## src/include/wpc_pkg.sv

```systemverilog
// package: constants and types of the wake, power and phy control block
package wpc_pkg;

	// ------------------------------------------------------------
	// clock and timing
	// ------------------------------------------------------------
	localparam int CLK_PERIOD_NS = 10;
	// phy software reset duration in ns
	localparam int PHY_RESET_NS = 1000;
	localparam int PHY_RESET_CYCLES_I =
		(PHY_RESET_NS + CLK_PERIOD_NS - 1) / CLK_PERIOD_NS;
	localparam logic [7:0] PHY_RESET_CYCLES = PHY_RESET_CYCLES_I[7:0];

	// ------------------------------------------------------------
	// phy basic control register
	// ------------------------------------------------------------
	localparam logic [4:0] CTRL_ADDR = 5'h00;
	localparam logic [15:0] CTRL_RESET = 16'h3100;
	// bits 6..0 reserved, bit 9 self clearing, bit 15 handled apart
	localparam logic [15:0] CTRL_WR_MASK = 16'h7D80;
	localparam int BIT_RESET = 15;
	localparam int BIT_LOOPBACK = 14;
	localparam int BIT_SPEED = 13;
	localparam int BIT_ANEG_EN = 12;
	localparam int BIT_POWER_DOWN = 11;
	localparam int BIT_ISOLATE = 10;
	localparam int BIT_ANEG_RESTART = 9;
	localparam int BIT_DUPLEX = 8;
	localparam int BIT_COL_TEST = 7;

	// ------------------------------------------------------------
	// sleep level field encodings
	// ------------------------------------------------------------
	localparam logic [1:0] SLEEP_FULL_POWER = 2'h0;
	localparam logic [1:0] SLEEP_DEEP = 2'h3;

	// number of wake causes: frame match, special frame, link change
	localparam int WAKE_CAUSES = 3;

	// ------------------------------------------------------------
	// types
	// ------------------------------------------------------------
	typedef enum logic [2:0] {
		PWR_READY = 3'h1,
		PWR_UNPOWERED = 3'h2,
		PWR_DOWN = 3'h4
	} wpc_pwr_t;

	typedef struct packed {
		logic wrEn;
		logic rdEn;
		logic [4:0] addr;
		logic [15:0] wrData;
	} wpc_mgmt_req_t;

	typedef struct packed {
		logic [1:0] sleepLevel;
		logic wakeRequestEnable;
		logic wakePendingClear;
		logic [WAKE_CAUSES-1:0] wakeCauseClear;
		logic [WAKE_CAUSES-1:0] wakeEnable;
	} wpc_pwr_ctrl_t;

	typedef struct packed {
		logic phyUnpowered;
		logic phyPowerDown;
		logic coreClockEn;
		logic transmitClockEn;
		logic receiveClockEn;
	} wpc_clk_pwr_t;

	typedef struct packed {
		logic loopback;
		logic speed100;
		logic fullDuplex;
		logic autoNegEnable;
		logic autoNegRestart;
		logic dataPathEnable;
		logic collision;
		logic resetBusy;
	} wpc_phy_mode_t;

endpackage : wpc_pkg

```

## src/core/wpc_wake_power_ctrl.sv

```systemverilog
// wake, low power state and phy basic control logic
// Contract
// (RULE_01) enabled wake sets cause, pending, wake output
// (RULE_02) clearing request enable releases wake request
// (RULE_03) host restores power level and bus config
// (RULE_04) host flushes wake patterns via transmit reset
// (RULE_05) host reads cause, restores state and lists
// (RULE_06) wake frames drained by receive dma later
// (RULE_07) base write enters unpowered; ready excludes it
// (RULE_08) unpowered: phy off, only bus clock runs
// (RULE_09) ready state keeps phy powered and usable
// (RULE_10) fixed setup mode stays always ready
// (RULE_11) nonzero base field also means unpowered
// (RULE_12) remote wake mode forces unpowered low
// (RULE_13) deep sleep without request enters power down
// (RULE_14) phy registers reached only over management port
// (RULE_15) control register 16 bits, address 0, 0x3100
// (RULE_16) bit 15 self clearing reset, blocks writes
// (RULE_17) bit 14 loopback, collision only with test
// (RULE_18) bit 13 speed, bit 8 duplex
// (RULE_19) bit 12 autoneg enable, bit 9 restart
// (RULE_20) bit 11 power down ignores data
// (RULE_21) bit 10 isolate ignores mac data
// (RULE_22) bit 7 collision test within bit limits
// (RULE_23) wake events only in sleep levels
// (RULE_24) reserved bits 6..0 read zero
`timescale 1ns/1ps
`default_nettype none

module wpc_wake_power_ctrl (
	input wire logic ref_clk,
	input wire logic reset_n,
	input wire wpc_pkg::wpc_mgmt_req_t mgmtReq,
	output logic [15:0] mgmtRdData,
	output logic mgmtRdValid,
	input wire wpc_pkg::wpc_pwr_ctrl_t pwrCtrl,
	input wire logic [wpc_pkg::WAKE_CAUSES-1:0] wakeEventIn,
	input wire logic ioBaseWrite,
	input wire logic memBaseWrite,
	input wire logic ioBaseNonZero,
	input wire logic memBaseNonZero,
	input wire logic fixedSetupMode,
	input wire logic remoteWakeMode,
	input wire logic receiveEnabled,
	input wire logic txDataActive,
	input wire logic mediumCollision,
	output logic [wpc_pkg::WAKE_CAUSES-1:0] wakeCause,
	output logic wakePending,
	output logic wakeOut,
	output logic wakeRequest_n,
	output wpc_pkg::wpc_pwr_t sleep_level_field,
	output wpc_pkg::wpc_clk_pwr_t clkPwr,
	output wpc_pkg::wpc_phy_mode_t phyMode,
	output logic rxWakeDrain
);
	import wpc_pkg::*;

	// ------------------------------------------------------------
	// state
	// ------------------------------------------------------------
	typedef struct packed {
		wpc_pwr_t pwr;
		logic [WAKE_CAUSES-1:0] cause;
		logic pending;
		logic wakeReqN;
		logic [15:0] ctrl;
		logic [7:0] rstCnt;
		logic [15:0] rdData;
		logic rdValid;
		wpc_clk_pwr_t clk;
		wpc_phy_mode_t mode;
		logic rxDrain;
	} wpc_state_t;

	wpc_state_t state_r;
	wpc_state_t state_nxt;

	// ------------------------------------------------------------
	// helpers
	// ------------------------------------------------------------
	function automatic logic isSleeping(input logic [1:0] lvl);
		isSleeping = (lvl != SLEEP_FULL_POWER);
	endfunction : isSleeping

	function automatic logic isCtrlAddr(input logic [4:0] a);
		isCtrlAddr = (a == CTRL_ADDR);
	endfunction : isCtrlAddr

	logic [WAKE_CAUSES-1:0] wakeHit;
	logic resetBusy;
	logic ctrlWrite;

	// ------------------------------------------------------------
	// next state
	// ------------------------------------------------------------
	always_comb begin
		state_nxt = state_r;
		state_nxt.rdValid = 1'b0;
		state_nxt.mode.autoNegRestart = 1'b0;

		// events are dropped at full power
		wakeHit = wakeEventIn & pwrCtrl.wakeEnable
			& {WAKE_CAUSES{isSleeping(pwrCtrl.sleepLevel)}}; // RULE_23

		// set wins over a clear in the same cycle
		state_nxt.cause = (state_r.cause & ~pwrCtrl.wakeCauseClear)
			| wakeHit; // RULE_01
		state_nxt.pending = (state_r.pending & ~pwrCtrl.wakePendingClear)
			| (|wakeHit); // RULE_01
		state_nxt.wakeReqN = ~(state_nxt.pending
			& pwrCtrl.wakeRequestEnable); // RULE_02

		// phy soft reset countdown
		resetBusy = (state_r.rstCnt != 8'h00);
		if (resetBusy) begin
			state_nxt.rstCnt = state_r.rstCnt - 8'h01;
			if (state_r.rstCnt == 8'h01) begin
				state_nxt.ctrl[BIT_RESET] = 1'b0; // RULE_16
			end
		end

		// management port is the only path to the phy register
		ctrlWrite = mgmtReq.wrEn & isCtrlAddr(mgmtReq.addr)
			& ~resetBusy; // RULE_14 RULE_16
		if (ctrlWrite) begin
			if (mgmtReq.wrData[BIT_RESET]) begin
				state_nxt.ctrl = CTRL_RESET; // RULE_15
				state_nxt.ctrl[BIT_RESET] = 1'b1; // RULE_16
				state_nxt.rstCnt = PHY_RESET_CYCLES;
			end else begin
				// reserved and self clearing bits never stored
				state_nxt.ctrl = mgmtReq.wrData & CTRL_WR_MASK; // RULE_24
				state_nxt.mode.autoNegRestart =
					mgmtReq.wrData[BIT_ANEG_RESTART]
					& mgmtReq.wrData[BIT_ANEG_EN]; // RULE_19
			end
		end
		if (mgmtReq.rdEn) begin
			state_nxt.rdValid = 1'b1;
			state_nxt.rdData = isCtrlAddr(mgmtReq.addr) ?
				state_r.ctrl : 16'h0000; // RULE_15
		end

		// power state selection
		if (fixedSetupMode) begin
			state_nxt.pwr = PWR_READY; // RULE_10
		end else if ((pwrCtrl.sleepLevel == SLEEP_DEEP)
			&& state_r.wakeReqN) begin
			state_nxt.pwr = PWR_DOWN; // RULE_13
		end else if (ioBaseWrite || memBaseWrite
			|| ioBaseNonZero || memBaseNonZero) begin
			state_nxt.pwr = PWR_UNPOWERED; // RULE_07 RULE_11
		end else begin
			state_nxt.pwr = PWR_READY; // RULE_09
		end

		// clocks and phy power follow the coming state
		state_nxt.clk.phyUnpowered = (state_nxt.pwr == PWR_UNPOWERED)
			& ~remoteWakeMode; // RULE_12
		state_nxt.clk.phyPowerDown = (state_nxt.pwr == PWR_DOWN)
			| state_nxt.clk.phyUnpowered
			| state_nxt.ctrl[BIT_POWER_DOWN]; // RULE_08 RULE_13 RULE_20
		state_nxt.clk.coreClockEn = (state_nxt.pwr == PWR_READY); // RULE_08
		state_nxt.clk.transmitClockEn = (state_nxt.pwr == PWR_READY);
		state_nxt.clk.receiveClockEn = (state_nxt.pwr == PWR_READY);

		// operating mode
		state_nxt.mode.loopback = state_nxt.ctrl[BIT_LOOPBACK]; // RULE_17
		state_nxt.mode.speed100 = state_nxt.ctrl[BIT_SPEED]; // RULE_18
		state_nxt.mode.fullDuplex = state_nxt.ctrl[BIT_DUPLEX]; // RULE_18
		state_nxt.mode.autoNegEnable = state_nxt.ctrl[BIT_ANEG_EN];
		state_nxt.mode.dataPathEnable = ~state_nxt.ctrl[BIT_ISOLATE]
			& ~state_nxt.ctrl[BIT_POWER_DOWN]; // RULE_20 RULE_21
		state_nxt.mode.resetBusy = state_nxt.ctrl[BIT_RESET];
		// one cycle response is well inside both bit time limits
		state_nxt.mode.collision = state_nxt.mode.dataPathEnable
			& ((state_r.ctrl[BIT_COL_TEST] & txDataActive)
			| (~state_r.ctrl[BIT_LOOPBACK]
			& mediumCollision)); // RULE_17 RULE_22

		// stored wake frames drain once receive is back
		state_nxt.rxDrain = receiveEnabled
			& ~isSleeping(pwrCtrl.sleepLevel)
			& (state_nxt.pwr == PWR_READY); // RULE_06
	end

	// ------------------------------------------------------------
	// registers
	// ------------------------------------------------------------
	always_ff @(posedge ref_clk) begin
		if (!reset_n) begin
			state_r.pwr <= PWR_READY;
			state_r.cause <= '0;
			state_r.pending <= 1'b0;
			state_r.wakeReqN <= 1'b1;
			state_r.ctrl <= CTRL_RESET; // RULE_15
			state_r.rstCnt <= 8'h00;
			state_r.rdData <= 16'h0000;
			state_r.rdValid <= 1'b0;
			state_r.clk <= '{1'b0, 1'b0, 1'b1, 1'b1, 1'b1};
			state_r.mode <= '{1'b0, 1'b1, 1'b1, 1'b1, 1'b0, 1'b1,
				1'b0, 1'b0};
			state_r.rxDrain <= 1'b0;
		end else begin
			state_r <= state_nxt;
		end
	end

	// ------------------------------------------------------------
	// outputs
	// ------------------------------------------------------------
	assign mgmtRdData = state_r.rdData;
	assign mgmtRdValid = state_r.rdValid;
	assign wakeCause = state_r.cause;
	assign wakePending = state_r.pending;
	assign wakeOut = state_r.pending; // RULE_01
	assign wakeRequest_n = state_r.wakeReqN;
	assign sleep_level_field = state_r.pwr;
	assign clkPwr = state_r.clk;
	assign phyMode = state_r.mode;
	assign rxWakeDrain = state_r.rxDrain;

	// ------------------------------------------------------------
	// checks
	// ------------------------------------------------------------
	property p_wake_set;
		@(posedge ref_clk) disable iff (!reset_n)
		(|(wakeEventIn & pwrCtrl.wakeEnable)
			&& isSleeping(pwrCtrl.sleepLevel))
		|=> wakePending && wakeOut;
	endproperty
	a_wake_set: assert property (p_wake_set) // RULE_01
		else $error("wake event did not set pending");

	property p_no_wake_full_power;
		@(posedge ref_clk) disable iff (!reset_n)
		(!isSleeping(pwrCtrl.sleepLevel) && !wakePending)
		|=> !wakePending;
	endproperty
	a_no_wake_full_power: assert property (p_no_wake_full_power) // RULE_23
		else $error("wake pending raised at full power");

	property p_req_release;
		@(posedge ref_clk) disable iff (!reset_n)
		!pwrCtrl.wakeRequestEnable |=> wakeRequest_n;
	endproperty
	a_req_release: assert property (p_req_release) // RULE_02
		else $error("wake request held without enable");

	property p_fixed_ready;
		@(posedge ref_clk) disable iff (!reset_n)
		fixedSetupMode |=> sleep_level_field == PWR_READY;
	endproperty
	a_fixed_ready: assert property (p_fixed_ready) // RULE_10
		else $error("fixed setup left the ready state");

	property p_base_unpowered;
		@(posedge ref_clk) disable iff (!reset_n)
		(ioBaseWrite && !fixedSetupMode
			&& pwrCtrl.sleepLevel != SLEEP_DEEP)
		|=> sleep_level_field == PWR_UNPOWERED
			&& !clkPwr.coreClockEn && !clkPwr.receiveClockEn;
	endproperty
	a_base_unpowered: assert property (p_base_unpowered) // RULE_07 RULE_08
		else $error("base write did not gate clocks");

	property p_remote_wake_phy;
		@(posedge ref_clk) disable iff (!reset_n)
		remoteWakeMode |=> !clkPwr.phyUnpowered;
	endproperty
	a_remote_wake_phy: assert property (p_remote_wake_phy) // RULE_12
		else $error("unpowered reached phy in remote wake");

	property p_deep_down;
		@(posedge ref_clk) disable iff (!reset_n)
		(pwrCtrl.sleepLevel == SLEEP_DEEP && wakeRequest_n
			&& !fixedSetupMode)
		|=> sleep_level_field == PWR_DOWN && clkPwr.phyPowerDown;
	endproperty
	a_deep_down: assert property (p_deep_down) // RULE_13
		else $error("deep sleep did not power down");

	property p_soft_reset;
		@(posedge ref_clk) disable iff (!reset_n)
		(mgmtReq.wrEn && isCtrlAddr(mgmtReq.addr) && !resetBusy
			&& mgmtReq.wrData[BIT_RESET])
		|=> phyMode.resetBusy [*8];
	endproperty
	a_soft_reset: assert property (p_soft_reset) // RULE_16
		else $error("reset bit cleared too early");

	property p_restart_gate;
		@(posedge ref_clk) disable iff (!reset_n)
		(ctrlWrite && !mgmtReq.wrData[BIT_ANEG_EN])
		|=> !phyMode.autoNegRestart;
	endproperty
	a_restart_gate: assert property (p_restart_gate) // RULE_19
		else $error("restart without autoneg enable");

	property p_reserved_zero;
		@(posedge ref_clk) disable iff (!reset_n)
		mgmtRdValid |-> mgmtRdData[6:0] == 7'h00
			&& !mgmtRdData[BIT_ANEG_RESTART];
	endproperty
	a_reserved_zero: assert property (p_reserved_zero) // RULE_24
		else $error("reserved bits read nonzero");

	property p_isolate_col;
		@(posedge ref_clk) disable iff (!reset_n)
		!phyMode.dataPathEnable |-> !phyMode.collision;
	endproperty
	a_isolate_col: assert property (p_isolate_col) // RULE_20 RULE_21
		else $error("collision while data path disabled");

	property p_col_test;
		@(posedge ref_clk) disable iff (!reset_n)
		(state_r.ctrl[BIT_COL_TEST] && txDataActive
			&& !state_nxt.ctrl[BIT_ISOLATE]
			&& !state_nxt.ctrl[BIT_POWER_DOWN])
		|=> phyMode.collision;
	endproperty
	a_col_test: assert property (p_col_test) // RULE_22
		else $error("collision test did not assert");

	property p_state_excl;
		@(posedge ref_clk) disable iff (!reset_n)
		$onehot(sleep_level_field);
	endproperty
	a_state_excl: assert property (p_state_excl) // RULE_07
		else $error("power states not exclusive");

	property p_unpowered_gated;
		@(posedge ref_clk) disable iff (!reset_n)
		sleep_level_field == PWR_UNPOWERED |-> !clkPwr.coreClockEn
			&& !clkPwr.transmitClockEn && !clkPwr.receiveClockEn;
	endproperty
	a_unpowered_gated: assert property (p_unpowered_gated) // RULE_08
		else $error("clocks running while unpowered");

	property p_ready_powered;
		@(posedge ref_clk) disable iff (!reset_n)
		sleep_level_field == PWR_READY |-> !clkPwr.phyUnpowered
			&& clkPwr.coreClockEn && clkPwr.transmitClockEn
			&& clkPwr.receiveClockEn;
	endproperty
	a_ready_powered: assert property (p_ready_powered) // RULE_09
		else $error("ready state without phy power or clocks");

	// only bit 15 may move while the soft reset runs
	property p_busy_write_drop;
		@(posedge ref_clk) disable iff (!reset_n)
		(resetBusy && mgmtReq.wrEn) |=> $stable(state_r.ctrl[14:0]);
	endproperty
	a_busy_write_drop: assert property (p_busy_write_drop) // RULE_16
		else $error("write taken during phy reset");

endmodule : wpc_wake_power_ctrl

`default_nettype wire

```

## config.mk

```make
export PLATFORM = sky130hd
export DESIGN_NAME = wpc_wake_power_ctrl
export DESIGN_NICKNAME = d
export VERILOG_FILES = /design/src/include/wpc_pkg.sv /design/src/core/wpc_wake_power_ctrl.sv
export SDC_FILE = /design/constraint.sdc
export NUM_CORES = 1
export LEC_CHECK = 0
export BUFFER_PORTS_ARGS = -buffer_cell sky130_fd_sc_hd__buf_4
export CAP_MARGIN = 20
export CORE_MARGIN = 2
export CORE_UTILIZATION = 40
export DETAILED_ROUTE_END_ITERATION = 10
export PLACE_DENSITY = 0.78
export SYNTH_ARGS = -nofsm -noshare
export SYNTH_HDL_FRONTEND = slang
export SYNTH_SLANG_ARGS = --single-unit
```

## constraint.sdc

```tcl
create_clock -name ref_clk -period 2.6 [get_ports ref_clk]
set_clock_uncertainty 0.15 [all_clocks]
set_input_delay 0.13 -clock ref_clk [delete_from_list [all_inputs] [get_ports ref_clk]]
set_output_delay 0.13 -clock ref_clk [all_outputs]
set_load 0.03 [all_outputs]
```

# Yosys cells after proc, flatten, opt, wreduce, memory -nomap -nowiden
# Index checks and enable logic that the tools add are counted.
# Widths: inputs -> output; s select.
[op_classes] bitwise=31 mux=11 eq_ne=5 n_reduce_logical=9 add_sub_neg=1
[ops] operator="$mux 16" n=2
[ops] operator="$mux 24" n=1
[ops] operator="$mux 8" n=2
[ops] operator="$and 1x1->1" n=12
[ops] operator="$not 1->1" n=10
[ops] operator="$and 3x3->3" n=3
[ops] operator="$eq 8x1->1 const B" n=1
[ops] operator="$reduce_bool 8->1" n=1
[ops] operator="$sub 8x1->8 const B" n=1
[ops] operator="$mux 3" n=2
[ops] operator="$reduce_or 3->1" n=2
[ops] operator="$logic_not 5->1" n=1
[ops] operator="$or 1x1->1" n=4
[ops] operator="$eq 3x1->1 const B" n=1
[ops] operator="$eq 3x2->1 const B" n=1
[ops] operator="$eq 3x3->1 const B" n=1
[ops] operator="$logic_or 1x1->1" n=3
[ops] operator="$mux 1" n=3
[ops] operator="$not 3->3" n=1
[ops] operator="$or 3x3->3" n=1
[ops] operator="$eq 2x2->1 const B" n=1
[ops] operator="$mux 2" n=1
[ops] operator="$reduce_bool 2->1" n=1
[ops] operator="$logic_and 1x1->1" n=1
[word_totals] inputBits=47 regBits=61

# Longest topological paths before layout
[depth] depth_word=10 ltp_mapped=7 ltp_nobuf=6

# Least setup slack after synthesis
# Ideal clock, no wire load.
[synth_timing] kind="register -> register" start="reg state_r[31] in the netlist's numbering" end="reg state_r[31] in the netlist's numbering" arrival_ns=1.400 setup_time_ns=0.116 path_stages_with_launch=7 t_required_ns=2.334 slack_ns=0.934 path_cell_list="dfxtp_1 -> inv_1 -> ha_1 -> nor3b_1 -> nand2_1 -> buf_2 -> a31o_2"
[synth_via] elab_chain_cells=4
[synth_rtl] element="start, declared" line_no="wpc_wake_power_ctrl.sv:75" source="wpc_state_t state_r;"
[synth_rtl] element="start signal, assigned" line_no="wpc_wake_power_ctrl.sv:205" source="state_r <= state_nxt;"
[synth_rtl] element="$sub 8x1->8 or $reduce_bool 8->1 (tied branches)" line_no="wpc_wake_power_ctrl.sv:116, wpc_wake_power_ctrl.sv:114"
[synth_rtl] element="$mux 8 or $not 1->1 (tied branches)" line_no="wpc_wake_power_ctrl.sv:115, wpc_wake_power_ctrl.sv:124"
[synth_rtl] element="$mux 8 or $and 1x1->1 (tied branches)" line_no="wpc_wake_power_ctrl.sv:126, wpc_wake_power_ctrl.sv:124"
[synth_rtl] element="$mux 24 *" line_no="wpc_wake_power_ctrl.sv:125" source="if (ctrlWrite) begin"
# Every way passes the cells marked *; elsewhere a longest branch is shown, timed or not.
# A chain may end at the register's enable or synchronous reset.

# Worst setup path after layout
[layout_timing] start="reg state_r[31] in the netlist's numbering" end="reg state_r[51] in the netlist's numbering"
[layout_via] elab_chain_cells=4
[layout_rtl] element="$reduce_bool 8->1" line_no="wpc_wake_power_ctrl.sv:114" source="resetBusy = (state_r.rstCnt != 8'h00);"
[layout_rtl] element="$not 1->1" line_no="wpc_wake_power_ctrl.sv:124" source="& ~resetBusy;"
[layout_rtl] element="$and 1x1->1" line_no="wpc_wake_power_ctrl.sv:124"
[layout_rtl] element="$mux 24" line_no="wpc_wake_power_ctrl.sv:125"
# No other way between the ends.

==> flow_summary_export.csv <==
group,metric,value,unit
cells_and_area,fill_cells,438,
synthesis,async_flop_share,0,%
synthesis,synth_cell_types,41,
critical_path,cp-end-kind,"register",
detailed_routing,drc,0,
detailed_routing,wl_per_cell,12.8,µm
synthesis,synth_area,0.00192,mm²
synthesis,synth_area_per_cell,8.70,µm²
floorplanning,die_area,0.00538,mm²
critical_path,slowest_stage,"dlygate4sd3_1",
sta,max_freq,0.419,GHz
grt,grt_overflow,0,
sta,slew_violations,0,
cells_and_area,final_cell_mix,"71 x buf_4, 40 x dfxtp_1, 19 x nor2b_1, 17 x a21oi_1, 13 x nand2_1",
synthesis,synth_compound_area_share,13.3,%
detailed_routing,ant_nets,0,
pwr,p_per_area,730,mW/mm²
placement,dp_hpwl,2970,µm
critical_path,critPathKind,"register to register",
synthesis,synth_top_family_by_area,"simple AND/OR/NAND/NOR gates",
synthesis,synth-simple-area-share,23.4,%
sta,setup_violations,0,
floorplanning,die_y,73.3,µm
sta,rsz0062_at_grt,"false",
detailed_routing,finalWirelength,4250,µm
detailed_routing,drtIter0Drc,66,
synthesis,synthXorXnorAreaFrac,1.82,%
grt,grt_pass1_wl,6760,µm
sta,hold_viol,0,
cells_and_area,final_cells,331,
placement,port_buffers,71,
cts,htreeDepth,2,
sta,tns,0,ns
synthesis,yosys_warnings,0,
grt,antenna_found_initial,0,
worst_hold_path,min_path_type,"input pin to register",
sta,relSlewSlack,61.3,%
synthesis,syn_inst,221,
cells_and_area,post-route-util,53.0,%
cells_and_area,syn_to_final_growth,29.4,%
critical_path,cpPeakStageDelay,0.59,ns
detailed_routing,vias,1652,
synthesis,synthTopCellsByArea,"dfxtp_1 42%, buf_4 14%, nor2b_1 6.2%",
cts,cts_buffers,5,
cts,cts_tree,"built",
cts,cts_buffer_depth,2,
critical_path,critPathRequiredTime,2.63,ns
synthesis,synth-edff-count,0,
flow_run,maxCapViolCount,0,
grt,grtUsageTotal,16.2,%
cells_and_area,insertedDiodeCount,0,
sta,worst_pin_slew,0.577,ns
critical_path,path_max_fanout,19,
sta,fin_crit_sh,91.7,%
floorplanning,design.core.area,0.00469,mm²
cells_and_area,multi_input_area,827,µm²
cells_and_area,layout_commonest_cell,"buf_4",
sta,setup_ws,0.216,ns
placement,gp_congestion,0.849,
synthesis,ys_ff_latch,40,
floorplanning,io_pins,87,
grt,grt_max_degree,34,
critical_path,crit_path_cell_trace,"inv_1 -> ha_1 -> nor3b_1 -> nand2_2 -> nor4_1 -> dlygate4sd3_1 -> o21ai_1",
cells_and_area,nets,326,
placement,dp.cells,311,
synthesis,synth_ff_type,"dfxtp_1",
cts,clock_latency,0.29,ns
synthesis,synthMuxAreaShare,0.521,%
cells_and_area,seq_area,801,µm²
placement,place_ws,0.506,ns
cts,clk_pin_slew,0.08,ns
synthesis,yosysTopAreaCellShare,41.7,%
cts,cts_root_buf,"clkbuf_8",
floorplanning,row_count,25,
detailed_routing,first_pass_iters,4,
cts,post_cts_buffers,0,
pwr,p_leak,1.08,nW
sta,period_needed,2.38,ns
synthesis,synth_area_leader_cell,"dfxtp_1",
cells_and_area,drive_gt1_share,31.0,%
synthesis,synthAdderAreaFrac,1.95,%
critical_path,start_kind,"register",
floorplanning,die_w,73.3,µm
pwr,irDropWorstVdd,0.332,mV
synthesis,yosysSeqAreaShare,41.7,%
cts,cts_sinks,40,
detailed_routing,vias_per_cell,4.99,
grt,grt_pass1_vias,1541,
run_status,status,"completed",
critical_path,arrival,2.41,ns
floorplanning,initial_core_util,41.0,%
-- critical path, delay by kind of cell (launching register included) --
kind	cells	cell delay, ns
AND/OR/NAND/NOR	3	0.82
buffers and inverters	2	0.70
AO/OA/AOI/OAI	1	0.05
flip-flops	1	0.36
adder cells (fa/ha/maj)	1	0.18
-- layer usage --
metal / wire [µm] / GRT usage (%)
met1: 1780 / 18.4
met2: 2140 / 29.6
met3: 280 / 3.98
met4: 47 / 5.25
met5: 0 / 0
-- worst paths after layout --
path	start	to	slack (ns)	cells after the start
hold reg to reg	state_r[54]$_SDFFE_PN0P_	state_r[54]$_SDFFE_PN0P_	0.37	2
setup / recovery	state_r[31]$_SDFF_PN0_	state_r[51]$_SDFFE_PN1N_	0.22	7
setup reg to reg	state_r[31]$_SDFF_PN0_	state_r[51]$_SDFFE_PN1N_	0.22	7
hold / removal	pwrCtrl[4]	wakeCause[1]$_SDFF_PN0_	0.009	3
-- timing repair --
| item | in CTS | in global routing |
|---|---|---|
| endpoints found under the hold margin | 10 | 0 |
| hold buffers | 12 | 0 |
| setup endpoints to repair | 0 | 1 |
| gates resized for setup | 0 | 2 |
-- kinds of logic (layout without fill, tap and decap cells) --
logic type / Yosys count / count (layout)
AOI/OAI and AO/OA: 42 / 42
xor gates and xnor gates: 4 / 4
adders and majority gates: 3 / 3
buffers and inverters: 49 / 98
DFF: 40 / 40
muxes: 1 / 1
other: 1 / 8
and+or+nand+nor: 81 / 81
-- final cells by class --
type | count | share of cell area (%)
inverter | 7 | 1.06
clock buffer | 5 | 2.77
sequential | 40 | 32.2
multi-input combinational | 139 | 33.3
timing repair buffer | 83 | 26.3
clock inverter | 3 | 1.71
tap | 54 | 2.72
-- cells in the mapped netlist, types with 2 or more instances --
cell      instances
a21boi_0          3
a21oi_1          17
and2_1            6
buf_4            36
clkbuf_1          3
dfxtp_1          40
ha_1              3
inv_1             7
nand2_1          14
nand2b_1          2
nand3_1           4
nand4_1           5
nor2_1           12
nor2b_1          19
nor3_1            4
nor4_1            6
o2111a_1          2
o21ai_0           6
o21ai_1           4
o22ai_1           3
o31ai_1           2
or4_1             2
xnor2_1           2
xor2_1            2
-- per-stage QoR --
| step | hold WS, ns | total power, mW | instance area (µm²) |
|---|---|---|---|
| floorplan | 0.0419 | 1.17 | 1950 |
| detailed placement | 0.155 | 1.29 | 2250 |
| global placement | 0.152 | 1.27 | 2250 |
| finish | 0.00876 | 1.82 | 2490 |
| global route | 0.00544 | 1.93 | 2490 |
| CTS | 0.00362 | 1.81 | 2480 |
-- registers in the layout, indices dropped and copies added, names as in the netlist, 3 cells and up --
| register | count |
|---|---|
| phyMode | 3 |
| wakeCause | 3 |
| sleep_level_field | 3 |
| state_r | 16 |
| clkPwr | 3 |
| mgmtRdData | 8 |
-- power breakdown --
group / leakage (nW) / switching [mW] / internal [mW]
sequential: 0.327 / 0.0743 / 0.681
combinational: 0.703 / 0.318 / 0.236
clock: 0.0541 / 0.222 / 0.284
(Power assumes the default switching activity.)
